### src/inc/bbiq_pkg.sv
// Notes on behaviour
// - device is master: makes bit clock and frame sync; five framing formats selectable
// - in-phase word on in_phase_data_out, quadrature word on quadrature_data_out, 16 bits each
// - one frame sync frames both words; both lines carry one sample per frame
// - i2s-style: msb on second rising bit clock edge after each sync transition, then down
// - left-justified: msb on first rising bit clock edge after each sync transition
// - right-justified: lsb on the last rising bit clock edge of each sync interval
// - dsp formats: frame sync is a pulse exactly one bit clock period wide
// - dsp: msb on first (left-justified variant) or second rising edge after the pulse
// - a setting moves capture to the falling bit clock edge; receiver samples there
// - digital reception sample rates 650, 675 or 744.1875 khz chosen by reference clock
// - 36.4 mhz ref: 650k/10.4m digital, 325k/5.2m fm, 40.625k/2.275m am
// - 37.8 mhz ref: 675k/10.8m digital, 337.5k/5.4m fm, 42.1875k/2.3625m am
// - 37.209375 mhz ref: 744.1875k/14.88375m digital, 372.0938k/7.4419m fm, 46.5117k/1.8605m am
// - stream carries 500 khz bandwidth for fm and 30 khz for am
// - bit clock, frame sync and both data lines are driven on their own outputs
package bbiq_pkg;
  localparam int WORD_W = 16;
  localparam int ADDR_W = 4;
  localparam int DATA_W = 32;
  localparam int CNT_W = 8;

  localparam logic [ADDR_W-1:0] ADDR_CTRL = 4'h0;
  localparam logic [ADDR_W-1:0] ADDR_STATUS = 4'h4;

  // control register layout
  localparam int CTRL_W = 10;
  localparam logic [CTRL_W-1:0] CTRL_RST = 10'h000;
  localparam int CTRL_EN = 0;
  localparam int CTRL_FMT = 1;
  localparam int FMT_W = 3;
  localparam int CTRL_FALL = 4;
  localparam int CTRL_REF = 5;
  localparam int CTRL_MODE = 7;
  localparam int SEL_W = 2;
  localparam int CTRL_AM = 9;

  // status register layout
  localparam int ST_UNDERRUN = 0;
  localparam int ST_RUN = 1;
  localparam int ST_FMT = 2;
  localparam int ST_FALL = 5;
  localparam int ST_BW = 16;
  localparam int BW_W = 10;
  localparam logic [BW_W-1:0] BW_FM_KHZ = 10'h1f4;
  localparam logic [BW_W-1:0] BW_AM_KHZ = 10'h01e;

  typedef enum logic [FMT_W-1:0] {FMT_I2S, FMT_LJ, FMT_RJ, FMT_DSP, FMT_DSP_LJ} bbiq_fmt_t;

  // bit slot (counted from the frame start) that carries the msb, and the slot that carries the dsp sync pulse
  localparam logic [CNT_W-1:0] I2S_MSB_SLOT = 8'h01;
  localparam logic [CNT_W-1:0] LJ_MSB_SLOT = 8'h00;
  localparam logic [CNT_W-1:0] DSP_MSB_SLOT = 8'h02;
  localparam logic [CNT_W-1:0] DSP_LJ_MSB_SLOT = 8'h01;
  localparam logic [CNT_W-1:0] DSP_PULSE_SLOT = 8'h00;

  // presets by reference (36.4, 37.8, 37.209375 mhz) x mode (digital, fm analog, am)
  localparam int N_PRESET = 9;
  localparam logic [SEL_W-1:0] MAX_SEL = 2'h2;
  localparam logic [3:0] SEL_STRIDE = 4'h3;
  // reference half-periods per bit clock period
  localparam logic [CNT_W-1:0] HALVES_PER_BIT [N_PRESET] = '{
    8'h07, 8'h0e, 8'h20, 8'h07, 8'h0e, 8'h20, 8'h05, 8'h0a, 8'h28};
  // bit clock periods per frame
  localparam logic [CNT_W-1:0] BITS_PER_FRAME [N_PRESET] = '{
    8'h10, 8'h10, 8'h38, 8'h10, 8'h10, 8'h38, 8'h14, 8'h14, 8'h28};

  function automatic logic [3:0] preset_idx(input logic [SEL_W-1:0] ref_sel, input logic [SEL_W-1:0] mode);
    logic [SEL_W-1:0] r;
    logic [SEL_W-1:0] m;
    r = (ref_sel > MAX_SEL) ? MAX_SEL : ref_sel;
    m = (mode > MAX_SEL) ? MAX_SEL : mode;
    preset_idx = 4'({2'h0, r} * SEL_STRIDE) + {2'h0, m};
  endfunction : preset_idx
endpackage : bbiq_pkg

### src/logic/bbiq_clk_div.sv
module bbiq_clk_div #(
  parameter int CNT_W = 8
) (
  input wire logic clk,
  input wire logic resetn,
  input wire logic tick,
  input wire logic [CNT_W-1:0] halves,
  output logic rise,
  output logic fall
);
  typedef struct packed {
    logic [CNT_W-1:0] cnt;
    logic rise;
    logic fall;
  } bbiq_div_state_t;

  bbiq_div_state_t q;
  bbiq_div_state_t n;

  // one tick per reference edge; high phase is halves/2 ticks, low phase the rest
  always_comb begin
    n = q;
    n.rise = 1'b0;
    n.fall = 1'b0;
    if (tick) begin
      if (q.cnt >= CNT_W'(halves - 1'b1)) begin
        n.cnt = '0;
        n.rise = 1'b1;
      end else begin
        n.cnt = CNT_W'(q.cnt + 1'b1);
        if (n.cnt == (halves >> 1)) begin
          n.fall = 1'b1;
        end
      end
    end
  end

  always_ff @(posedge clk or negedge resetn) begin
    if (!resetn) begin
      q <= '0;
    end else begin
      q <= n;
    end
  end

  assign rise = q.rise;
  assign fall = q.fall;
endmodule : bbiq_clk_div

### src/logic/bbiq_pair_buf.sv
module bbiq_pair_buf #(
  parameter int W = 32
) (
  input wire logic clk,
  input wire logic resetn,
  input wire logic in_valid,
  input wire logic [W-1:0] in_data,
  output logic in_ready,
  output logic out_valid,
  output logic [W-1:0] out_data,
  input wire logic out_ready
);
  localparam logic [1:0] CNT_EMPTY = 2'h0;
  localparam logic [1:0] CNT_FULL = 2'h2;

  typedef struct packed {
    logic [1:0][W-1:0] mem;
    logic wr;
    logic rd;
    logic [1:0] cnt;
    logic in_ready;
  } bbiq_buf_state_t;

  localparam bbiq_buf_state_t BUF_RST = '{mem: '0, wr: 1'b0, rd: 1'b0, cnt: CNT_EMPTY, in_ready: 1'b1};

  bbiq_buf_state_t q;
  bbiq_buf_state_t n;
  logic push;
  logic pop;

  always_comb begin
    n = q;
    push = in_valid && q.in_ready;
    pop = out_ready && (q.cnt != CNT_EMPTY);
    if (push) begin
      n.mem[q.wr] = in_data;
      n.wr = ~q.wr;
    end
    if (pop) begin
      n.rd = ~q.rd;
    end
    case ({push, pop})
      2'b10: n.cnt = 2'(q.cnt + 1'b1);
      2'b01: n.cnt = 2'(q.cnt - 1'b1);
      default: n.cnt = q.cnt;
    endcase
    // registered ready: stalls the source as soon as both entries hold words
    n.in_ready = (n.cnt != CNT_FULL);
  end

  always_ff @(posedge clk or negedge resetn) begin
    if (!resetn) begin
      q <= BUF_RST;
    end else begin
      q <= n;
    end
  end

  assign in_ready = q.in_ready;
  assign out_valid = (q.cnt != CNT_EMPTY);
  assign out_data = q.mem[q.rd];
endmodule : bbiq_pair_buf

### src/logic/bbiq_serial_master.sv
module bbiq_serial_master #(
  parameter int WORD_W = bbiq_pkg::WORD_W,
  parameter int CNT_W = bbiq_pkg::CNT_W
) (
  input wire logic clk,
  input wire logic resetn,
  input wire logic [bbiq_pkg::ADDR_W-1:0] reg_addr,
  input wire logic [bbiq_pkg::DATA_W-1:0] reg_wdata,
  input wire logic reg_wr,
  input wire logic reg_rd,
  output logic [bbiq_pkg::DATA_W-1:0] reg_rdata,
  input wire logic reference_clock_in,
  input wire logic [WORD_W-1:0] in_phase_sample,
  input wire logic [WORD_W-1:0] quadrature_sample,
  input wire logic sample_valid,
  output logic sample_ready,
  output logic sample_bit_clock,
  output logic sample_frame_sync,
  output logic in_phase_data_out,
  output logic quadrature_data_out
);
  ////////////////////////////////////////////////////////////////////////////////
  // state

  typedef struct packed {
    logic [1:0] ref_sync;
    logic ref_prev;
    logic [bbiq_pkg::CTRL_W-1:0] ctrl;
    logic underrun;
    logic run;
    bbiq_pkg::bbiq_fmt_t fmt;
    logic fall;
    logic [CNT_W-1:0] halves;
    logic [CNT_W-1:0] nbits;
    logic [CNT_W-1:0] slot;
    logic bclk;
    logic fs;
    logic dout_i;
    logic dout_q;
    logic [WORD_W-1:0] sr_i;
    logic [WORD_W-1:0] sr_q;
    logic [bbiq_pkg::DATA_W-1:0] rdata;
  } bbiq_state_t;

  localparam bbiq_state_t ST_RST = '{
    ref_sync: 2'h0,
    ref_prev: 1'b0,
    ctrl: bbiq_pkg::CTRL_RST,
    underrun: 1'b0,
    run: 1'b0,
    fmt: bbiq_pkg::FMT_I2S,
    fall: 1'b0,
    halves: bbiq_pkg::HALVES_PER_BIT[0],
    nbits: bbiq_pkg::BITS_PER_FRAME[0],
    slot: '0,
    bclk: 1'b0,
    fs: 1'b0,
    dout_i: 1'b0,
    dout_q: 1'b0,
    sr_i: '0,
    sr_q: '0,
    rdata: '0
  };

  bbiq_state_t q;
  bbiq_state_t n;

  logic div_rise;
  logic div_fall;
  logic ref_edge;
  logic div_tick;
  logic [CNT_W-1:0] div_halves;
  logic buf_valid;
  logic [2*WORD_W-1:0] buf_data;
  logic pop;
  logic launch;
  logic start;
  logic boundary;
  logic underrun_set;
  logic underrun_clr;
  logic cfg_en;
  logic cfg_fall;
  bbiq_pkg::bbiq_fmt_t cfg_fmt;
  logic [3:0] cfg_idx;
  logic [CNT_W-1:0] nslot;
  logic [CNT_W-1:0] msb_slot;
  logic [bbiq_pkg::BW_W-1:0] bw_khz;
  logic [bbiq_pkg::DATA_W-1:0] status;

  ////////////////////////////////////////////////////////////////////////////////
  // configuration decode

  always_comb begin
    cfg_en = q.ctrl[bbiq_pkg::CTRL_EN];
    cfg_fall = q.ctrl[bbiq_pkg::CTRL_FALL];
    // unused format codes fall back to the i2s-style framing
    if (q.ctrl[bbiq_pkg::CTRL_FMT +: bbiq_pkg::FMT_W] > bbiq_pkg::FMT_DSP_LJ) begin
      cfg_fmt = bbiq_pkg::FMT_I2S;
    end else begin
      cfg_fmt = bbiq_pkg::bbiq_fmt_t'(q.ctrl[bbiq_pkg::CTRL_FMT +: bbiq_pkg::FMT_W]);
    end
    cfg_idx = bbiq_pkg::preset_idx(q.ctrl[bbiq_pkg::CTRL_REF +: bbiq_pkg::SEL_W],
                                   q.ctrl[bbiq_pkg::CTRL_MODE +: bbiq_pkg::SEL_W]);
    bw_khz = q.ctrl[bbiq_pkg::CTRL_AM] ? bbiq_pkg::BW_AM_KHZ : bbiq_pkg::BW_FM_KHZ;
  end

  ////////////////////////////////////////////////////////////////////////////////
  // bit clock divider and sample buffer

  assign ref_edge = q.ref_sync[1] ^ q.ref_prev;
  assign div_tick = ref_edge && (q.run || cfg_en);
  assign div_halves = q.run ? q.halves : bbiq_pkg::HALVES_PER_BIT[cfg_idx];

  bbiq_clk_div #(
    .CNT_W(CNT_W)
  ) u_div (
    .clk(clk),
    .resetn(resetn),
    .tick(div_tick),
    .halves(div_halves),
    .rise(div_rise),
    .fall(div_fall)
  );

  bbiq_pair_buf #(
    .W(2 * WORD_W)
  ) u_buf (
    .clk(clk),
    .resetn(resetn),
    .in_valid(sample_valid),
    .in_data({in_phase_sample, quadrature_sample}),
    .in_ready(sample_ready),
    .out_valid(buf_valid),
    .out_data(buf_data),
    .out_ready(pop)
  );

  ////////////////////////////////////////////////////////////////////////////////
  // framing engine

  always_comb begin
    n = q;
    pop = 1'b0;
    underrun_set = 1'b0;
    nslot = '0;
    msb_slot = '0;
    boundary = 1'b0;
    n.ref_sync = {q.ref_sync[0], reference_clock_in};
    n.ref_prev = q.ref_sync[1];
    // data change on the edge opposite to the capture edge
    launch = (q.run ? q.fall : cfg_fall) ? div_rise : div_fall;
    start = launch && !q.run && cfg_en;
    if (q.run || start) begin
      if (div_rise) begin
        n.bclk = 1'b1;
      end
      if (div_fall) begin
        n.bclk = 1'b0;
      end
    end
    if (launch && (q.run || start)) begin
      boundary = start || (q.slot == CNT_W'(q.nbits - 1'b1));
      nslot = boundary ? '0 : CNT_W'(q.slot + 1'b1);
      if (boundary) begin
        if (!cfg_en) begin
          n.run = 1'b0;
          n.bclk = 1'b0;
          n.fs = 1'b0;
          n.slot = '0;
          n.sr_i = '0;
          n.sr_q = '0;
        end else begin
          n.run = 1'b1;
          n.fmt = cfg_fmt;
          n.fall = cfg_fall;
          n.halves = bbiq_pkg::HALVES_PER_BIT[cfg_idx];
          n.nbits = bbiq_pkg::BITS_PER_FRAME[cfg_idx];
        end
      end
      if (n.run) begin
        n.slot = nslot;
        case (n.fmt)
          bbiq_pkg::FMT_I2S: msb_slot = bbiq_pkg::I2S_MSB_SLOT;
          bbiq_pkg::FMT_LJ: msb_slot = bbiq_pkg::LJ_MSB_SLOT;
          bbiq_pkg::FMT_RJ: msb_slot = CNT_W'(n.nbits - WORD_W);
          bbiq_pkg::FMT_DSP: msb_slot = bbiq_pkg::DSP_MSB_SLOT;
          bbiq_pkg::FMT_DSP_LJ: msb_slot = bbiq_pkg::DSP_LJ_MSB_SLOT;
          default: msb_slot = bbiq_pkg::LJ_MSB_SLOT;
        endcase
        if (n.fmt == bbiq_pkg::FMT_DSP || n.fmt == bbiq_pkg::FMT_DSP_LJ) begin
          n.fs = (nslot == bbiq_pkg::DSP_PULSE_SLOT);
        end else if (boundary) begin
          n.fs = ~q.fs;
        end
        if (nslot == msb_slot) begin
          pop = 1'b1;
          if (buf_valid) begin
            n.sr_i = buf_data[WORD_W +: WORD_W];
            n.sr_q = buf_data[0 +: WORD_W];
          end else begin
            n.sr_i = '0;
            n.sr_q = '0;
            underrun_set = 1'b1;
          end
        end else begin
          // zeros fill the idle slots after the lsb
          n.sr_i = {q.sr_i[WORD_W-2:0], 1'b0};
          n.sr_q = {q.sr_q[WORD_W-2:0], 1'b0};
        end
      end
      n.dout_i = n.sr_i[WORD_W-1];
      n.dout_q = n.sr_q[WORD_W-1];
    end
    // register port
    if (reg_wr && reg_addr == bbiq_pkg::ADDR_CTRL) begin
      n.ctrl = reg_wdata[bbiq_pkg::CTRL_W-1:0];
    end
    underrun_clr = reg_wr && reg_addr == bbiq_pkg::ADDR_STATUS && reg_wdata[bbiq_pkg::ST_UNDERRUN];
    // a new underrun in the clearing cycle stays set
    n.underrun = underrun_set || (q.underrun && !underrun_clr);
    n.rdata = '0;
    if (reg_rd) begin
      case (reg_addr)
        bbiq_pkg::ADDR_CTRL: n.rdata = bbiq_pkg::DATA_W'(q.ctrl);
        bbiq_pkg::ADDR_STATUS: n.rdata = status;
        default: n.rdata = '0;
      endcase
    end
  end

  always_comb begin
    status = '0;
    status[bbiq_pkg::ST_UNDERRUN] = q.underrun;
    status[bbiq_pkg::ST_RUN] = q.run;
    status[bbiq_pkg::ST_FMT +: bbiq_pkg::FMT_W] = q.fmt;
    status[bbiq_pkg::ST_FALL] = q.fall;
    status[bbiq_pkg::ST_BW +: bbiq_pkg::BW_W] = bw_khz;
  end

  always_ff @(posedge clk or negedge resetn) begin
    if (!resetn) begin
      q <= ST_RST;
    end else begin
      q <= n;
    end
  end

  // all pins but sample_ready come straight from the state register; sample_ready comes from the buffer's register
  assign sample_bit_clock = q.bclk;
  assign sample_frame_sync = q.fs;
  assign in_phase_data_out = q.dout_i;
  assign quadrature_data_out = q.dout_q;
  assign reg_rdata = q.rdata;
endmodule : bbiq_serial_master

### config.mk
export PLATFORM = sky130hd
export DESIGN_NAME = bbiq_serial_master
export DESIGN_NICKNAME = d
export VERILOG_FILES = /design/src/inc/bbiq_pkg.sv /design/src/logic/bbiq_clk_div.sv /design/src/logic/bbiq_pair_buf.sv /design/src/logic/bbiq_serial_master.sv
export SDC_FILE = /design/constraint.sdc
export NUM_CORES = 1
export LEC_CHECK = 0
export ABC_AREA = 1
export BUFFER_PORTS_ARGS = -buffer_cell sky130_fd_sc_hd__buf_2
export CAP_MARGIN = 25
export CELL_PAD_IN_SITES_DETAIL_PLACEMENT = 1
export CELL_PAD_IN_SITES_GLOBAL_PLACEMENT = 2
export CORE_ASPECT_RATIO = 0.5
export CORE_MARGIN = 10
export CORE_UTILIZATION = 35
export CTS_BUF_LIST = sky130_fd_sc_hd__clkbuf_4
export CTS_CLUSTER_SIZE = 30
export DETAILED_ROUTE_END_ITERATION = 8
export GPL_ROUTABILITY_DRIVEN = 0
export PLACE_DENSITY_LB_ADDON = 0.1
export REMOVE_ABC_BUFFERS = 1
export SLEW_MARGIN = 20
export SYNTH_ARGS = -nofsm -noshare
export SYNTH_HDL_FRONTEND = slang
export SYNTH_SLANG_ARGS = --single-unit
### constraint.sdc
create_clock -name clk -period 4.6 [get_ports clk]
set_input_delay 0.69 -clock clk [delete_from_list [all_inputs] [get_ports clk]]
set_output_delay 0.69 -clock clk [all_outputs]
set_load 0.02 [all_outputs]
After elaboration in Yosys (flattened, before gate mapping)

Memories as Yosys holds them, arrays and structs flattened.
Index checks and enable logic that the tools add are counted.

Flip-flop bits (word level): 188
Bits in latches: 0
Bits in read-only memories: 256
Memories kept: 2
Memory bits (writable): 0

Equal/unequal tests: 15
Order comparisons: 8
Shift-type cells: 0
Bitwise logic cells: 5
Mux-type cells: 53
Reduce and logical (&&, ||, !) cells: 27
$mul: 1
Div/mod/pow operators: 0
$add $sub $neg: 8

Memory list:

| name             | words | width | read ports | clocked after memory_dff | write ports | line                      | source |
|---|---|---|---|---|---|---|---|
| (name not given) | 16    | 8     | 1          | 0                        | 0           | bbiq_serial_master.sv:177 | `n.nbits = bbiq_pkg::BITS_PER_FRAME[cfg_idx];` |
| (name not given) | 16    | 8     | 1          | 0                        | 0           | bbiq_serial_master.sv:176 | `n.halves = bbiq_pkg::HALVES_PER_BIT[cfg_idx];` |

Operator list:

| cell                | number |
|---|---|
| $mux 32             | 8 |
| $mux 8              | 10 |
| $bwmux 64           | 1 |
| $mux 31             | 2 |
| $pmux 25 s2         | 1 |
| $mux 36             | 1 |
| $demux 32 s1        | 1 |
| $mux 25             | 1 |
| $pmux 8 s3          | 1 |
| $mux 20             | 1 |
| $mux 1              | 19 |
| $add 8x1->8 const B | 2 |
| $eq 8x8->1          | 2 |
| $sub 8x1->8 const B | 2 |
| $logic_and 1x1->1   | 11 |
| $mux 10             | 1 |
| $mux 9              | 1 |
| $reduce_and 3->1    | 3 |
| $eq 8x7->1          | 1 |
| $ge 8x8->1          | 1 |
| $logic_not 8->1     | 1 |
| $sub 8x5->8 const B | 1 |
| $eq 3x2->1 const B  | 2 |
| $mux 2              | 3 |
| 28 further kinds    | 40 |

Depth between registers and ports, before layout

Depth after elaboration: 24
Gate-level depth with buffers: 32

Modules after synthesis

From an unflattened synthesis, not the netlist that was laid out.

Cells, all modules: 1243
Area total of the unflattened synthesis: 9332.7 sq um

Modules (own cells, without submodules):

| module             | area an instance (sq um) | cells an instance | seq. area each (sq um) | instances |
|---|---|---|---|---|
| bbiq_serial_master | 5272.6                   | 730               | 2182.1                 | 1 |
| bbiq_pair_buf      | 3093.0                   | 369               | 1727.9                 | 1 |
| bbiq_clk_div       | 967.2                    | 144               | 250.2                  | 1 |

Worst setup path after synthesis

Ideal clock, no wire load.

Path type: reg2reg
From: reg q[76] in the netlist's numbering
To: reg u_buf.q (netlist bit u_buf.in_ready)
Stages on the path, launching flop included: 30
Path slack: 1130 ps
Arrival: 3382 ps
Setup time: 88 ps
Period minus slack after synthesis: 3470 ps
Path through: dfrtp_1 > inv_2 > ha_1 > nand2_1 > inv_1 > nor2_1 > nand2_1 > nor2_1 > nand3_1 > nor2_2 > nand2_4 > nand2_4 > buf_8 > nand2_1 > o21ai_1 > inv_2 > ha_1 > inv_1 > nand3_1 > nand2_1 > nand2_1 > nand3_1 > nor2_4 > nand3_1 > clkinv_1 > ha_1 > a21oi_1 > o21ai_0 > xnor2_1 > nand3_1

RTL lines:

| element                | line                      | source |
|---|---|---|
| from (decl)            | bbiq_serial_master.sv:65  | `bbiq_state_t q;` |
| from (signal assigned) | bbiq_serial_master.sv:244 | `q <= n;` |
| to (signal assigned)   | bbiq_pair_buf.sv:55       | `q <= n;` |
| to (decl)              | bbiq_pair_buf.sv:26       | `bbiq_buf_state_t q;` |

==> results.md <==
- Peak per-stage delay on the critical path: 0.41 ns
- Synth Warn #: 0
- Cells after Synth: 1151
- Status: finished clean
- Clock latency at the later pin of the worst-skew pair: 0.61 ns
- Post-route non-filler standard cell count: 1551
- Post-synthesis mux area share: 0.352%
- ANT nets after route: 0
- Pleak: ~0.0050 uW
- Gr usage total: 15.8%
- Die Wd: 245 um
- Layout cell share with drive strength beyond 1: 13.9%
- Max Cap Viol: 0
- Slew margin rel.: 39.4%
- Worst path top cell family by delay: simple AND/OR/NAND/NOR gates
- Seq/Total Area, Yosys: 46.8%
- Clock skew: 0.0258 ns
- Top_reg_cell synth: dfrtp_1
- Unique masters post-synth: 43
- Cts repair resizes: 0
- Register Area: 0.00416 mm2
- Ports: 111
- VDD IR max: 0.411 mV
- Vias per cell: between 4 and 5
- Hold Crit Class: in2reg
- Final worst-path cycle share: about 90%
- Placed Instances: 1518
- Root Driver: clkbuf_4
- Finish-stage setup viols: 0
- Vias in the first global route: 8161
- Num rows: 41
- Clock Path Buffers: 2
- Final Cell Area: 0.00973 mm2
- Compound-cell area share of the yosys netlist: 11.4%
- Grt total ovfl: 0
- Cts hold-fix bufs: 0
- FFs w/ async S/R, synth: 100%
- Largest family of logic cells by synthesized area: simple AND/OR/NAND/NOR gates
- Min Tclk post-route: 4.03 ns
- Routed length per placed instance: 15.8 um
- Simple-gate share of the synthesized area: 25.1%
- DR pass1 iterations: 4
- Final Net Count: roughly 1300
- CP arrival: 4.57 ns
- Buffers on Ports: 74
- TritonCTS clock tree: built
- Die Span Y: 133 um
- Final HPWL DP: 16.7 mm
- FMAX: 0.248 GHz
- Antenna violations before repair: 1
- Post-Synthesis Cell Area: 0.00889 mm2
- Clock sinks: 166
- CTS H-Tree Depth: 4
- Crit end category: flop
- Post-Synth XOR/XNOR Area: 1.87%
- PD cells: between 600 and 700 mW/mm2
- DP Area: 0.00942 mm2
- Final Slew Violations: 0
- Cts bufs inserted: 17
- Final setup TNS: 0 ns
- Global-route wire length before repair: 41.8 mm
- CP Class: reg2reg
- Synth Area in Adders: 2.53%
- DRT Wirelength: 24.6 mm
- Buffer and inverter count on the worst path: 4
- Startpoint types: flop
- Number of synthesized flops with an enable pin: 0
- Synth Area per Inst: between 7 and 8 um2
- Fillers: 3107
- Area growth, synth to finish: 9.53%
- CP Max Fanout: 9
- Worst Tran Pin Value: 0.909 ns
- Post-CTS setup buffers: 0
- Final Util: just under 40%
- Slowest CP cell: dfrtp_1
- CP Data Required Time: 5.14 ns
- Post-route DRC violation count: 0
- Hold Vio Cnt, Final: 0
- Register clock-pin slew on the reported worst setup and hold paths: 0.14 ns
- Routed vias: approximately 7400
- Core area: 0.0251 mm2
- Multi-input gate area: 0.00373 mm2
- Largest net degree at the start of global routing: 106
- Synth Register Bits: around 170
- Die Area: 0.0326 mm2
- Starting Density: 35.4%
- RSZ-0062 raised after global routing: false
- DRT iter0 DRCs: 424
- Pwr Total: 6050 uW
==> flip-flops by register name, summed over array words and instances, names as in the netlist <==
register,flops
u_buf.q,68
q,68
sample_frame_sync,1
sample_bit_clock,1
u_div.rise,1
n,2
cfg_fall,1
u_buf.in_ready,1
u_div.q,8
u_div.fall,1
reg_rdata,13
cfg_en,1
==> cells by family after synthesis <==
kind of cell             count (synthesis)
AND/OR/NAND/NOR                        525
AO/OA/AOI/OAI                          188
flip-flops                             166
other                                    1
multiplexers                             3
buffers and inverters                  231
XOR/XNOR                                19
adder cells (fa/ha/maj)                 18
==> layer usage <==
| layer | global-route usage, % | part of all wire [%] | vias up |
|---|---|---|---|
| li1 | - | - | 3697 |
| met1 | 19.7 | 48 | 3656 |
| met2 | 27.0 | 48 | 64 |
| met3 | 2.83 | 2.6 | 21 |
| met4 | 5.42 | 1.5 | 0 |
| met5 | 0 | 0 | - |
==> final timing paths <==
check	start	slack [ns]	depth (start not counted)	endpoint
setup reg to reg	q[76]	0.57	28	u_buf.in_ready
max in group asynchronous	resetn	3.49	2	q[80]
min in group asynchronous	resetn	0.19	1	u_buf.q[11]
hold / removal	reference_clock_in	0.18	1	n[110]
setup / recovery	q[76]	0.57	28	u_buf.in_ready
hold reg to reg	n[110]	0.37	0	n[108]
==> report_power, final <==
group / internal [uW] / switching [uW]
sequential: 1900 / 266
clock: 426 / 551
combinational: 947 / 1960
==> metrics by stage <==
| stage | hold slack [ns] | setup WS, ns |
|---|---|---|
| floorplan | 0.331 | 0.708 |
| global placement | 0.334 | 0.665 |
| detailed placement | 0.343 | 0.563 |
| CTS | 0.102 | 0.535 |
| global route | 0.119 | 0.0830 |
| finish | 0.184 | 0.573 |
==> synthesized netlist by cell type (all sizes together) (3+ instances only) <==
cell | number | share of area [%]
nand4 | 7 | 0.49
nor3 | 11 | 0.68
nand2 | 278 | 12
or2 | 3 | 0.21
ha | 18 | 2.5
buf | 47 | 4.1
o21ai | 133 | 7.6
dfrtp | 161 | 45
a21oi | 23 | 1.3
xor2 | 14 | 1.4
inv | 148 | 6.3
nand3 | 97 | 5.5
nor2 | 127 | 5.9
o31ai | 4 | 0.34
clkinv | 3 | 0.13
o22ai | 20 | 1.4
clkbuf | 33 | 1.4
dfstp | 5 | 1.5
xnor2 | 5 | 0.49
==> layout by cell type (no fill, tap or decap), types with 17 or more instances in the layout <==
cell | Yosys | routed
ha_1 | 18 | 18
buf_2 | 5 | 73
dfrtp_1 | 161 | 161
nor2_1 | 119 | 117
o21ai_0 | 125 | 125
inv_1 | 134 | 134
a21oi_1 | 22 | 22
o22ai_1 | 20 | 20
nand2_1 | 267 | 267
clkbuf_4 | 0 | 17
nand3_1 | 96 | 95
==> area by class of cell <==
class / count / area share (%)
inverters: 151 / 5.82
clock inverters: 15 / 1.89
diodes: 1 / 0.0257
multi-input cells: 767 / 38.3
flip-flops and latches: 166 / 42.7
well taps: 344 / 4.42
clock buffers: 17 / 1.31
repair buffers: 90 / 5.46
Power figures use the tool's default switching activity.
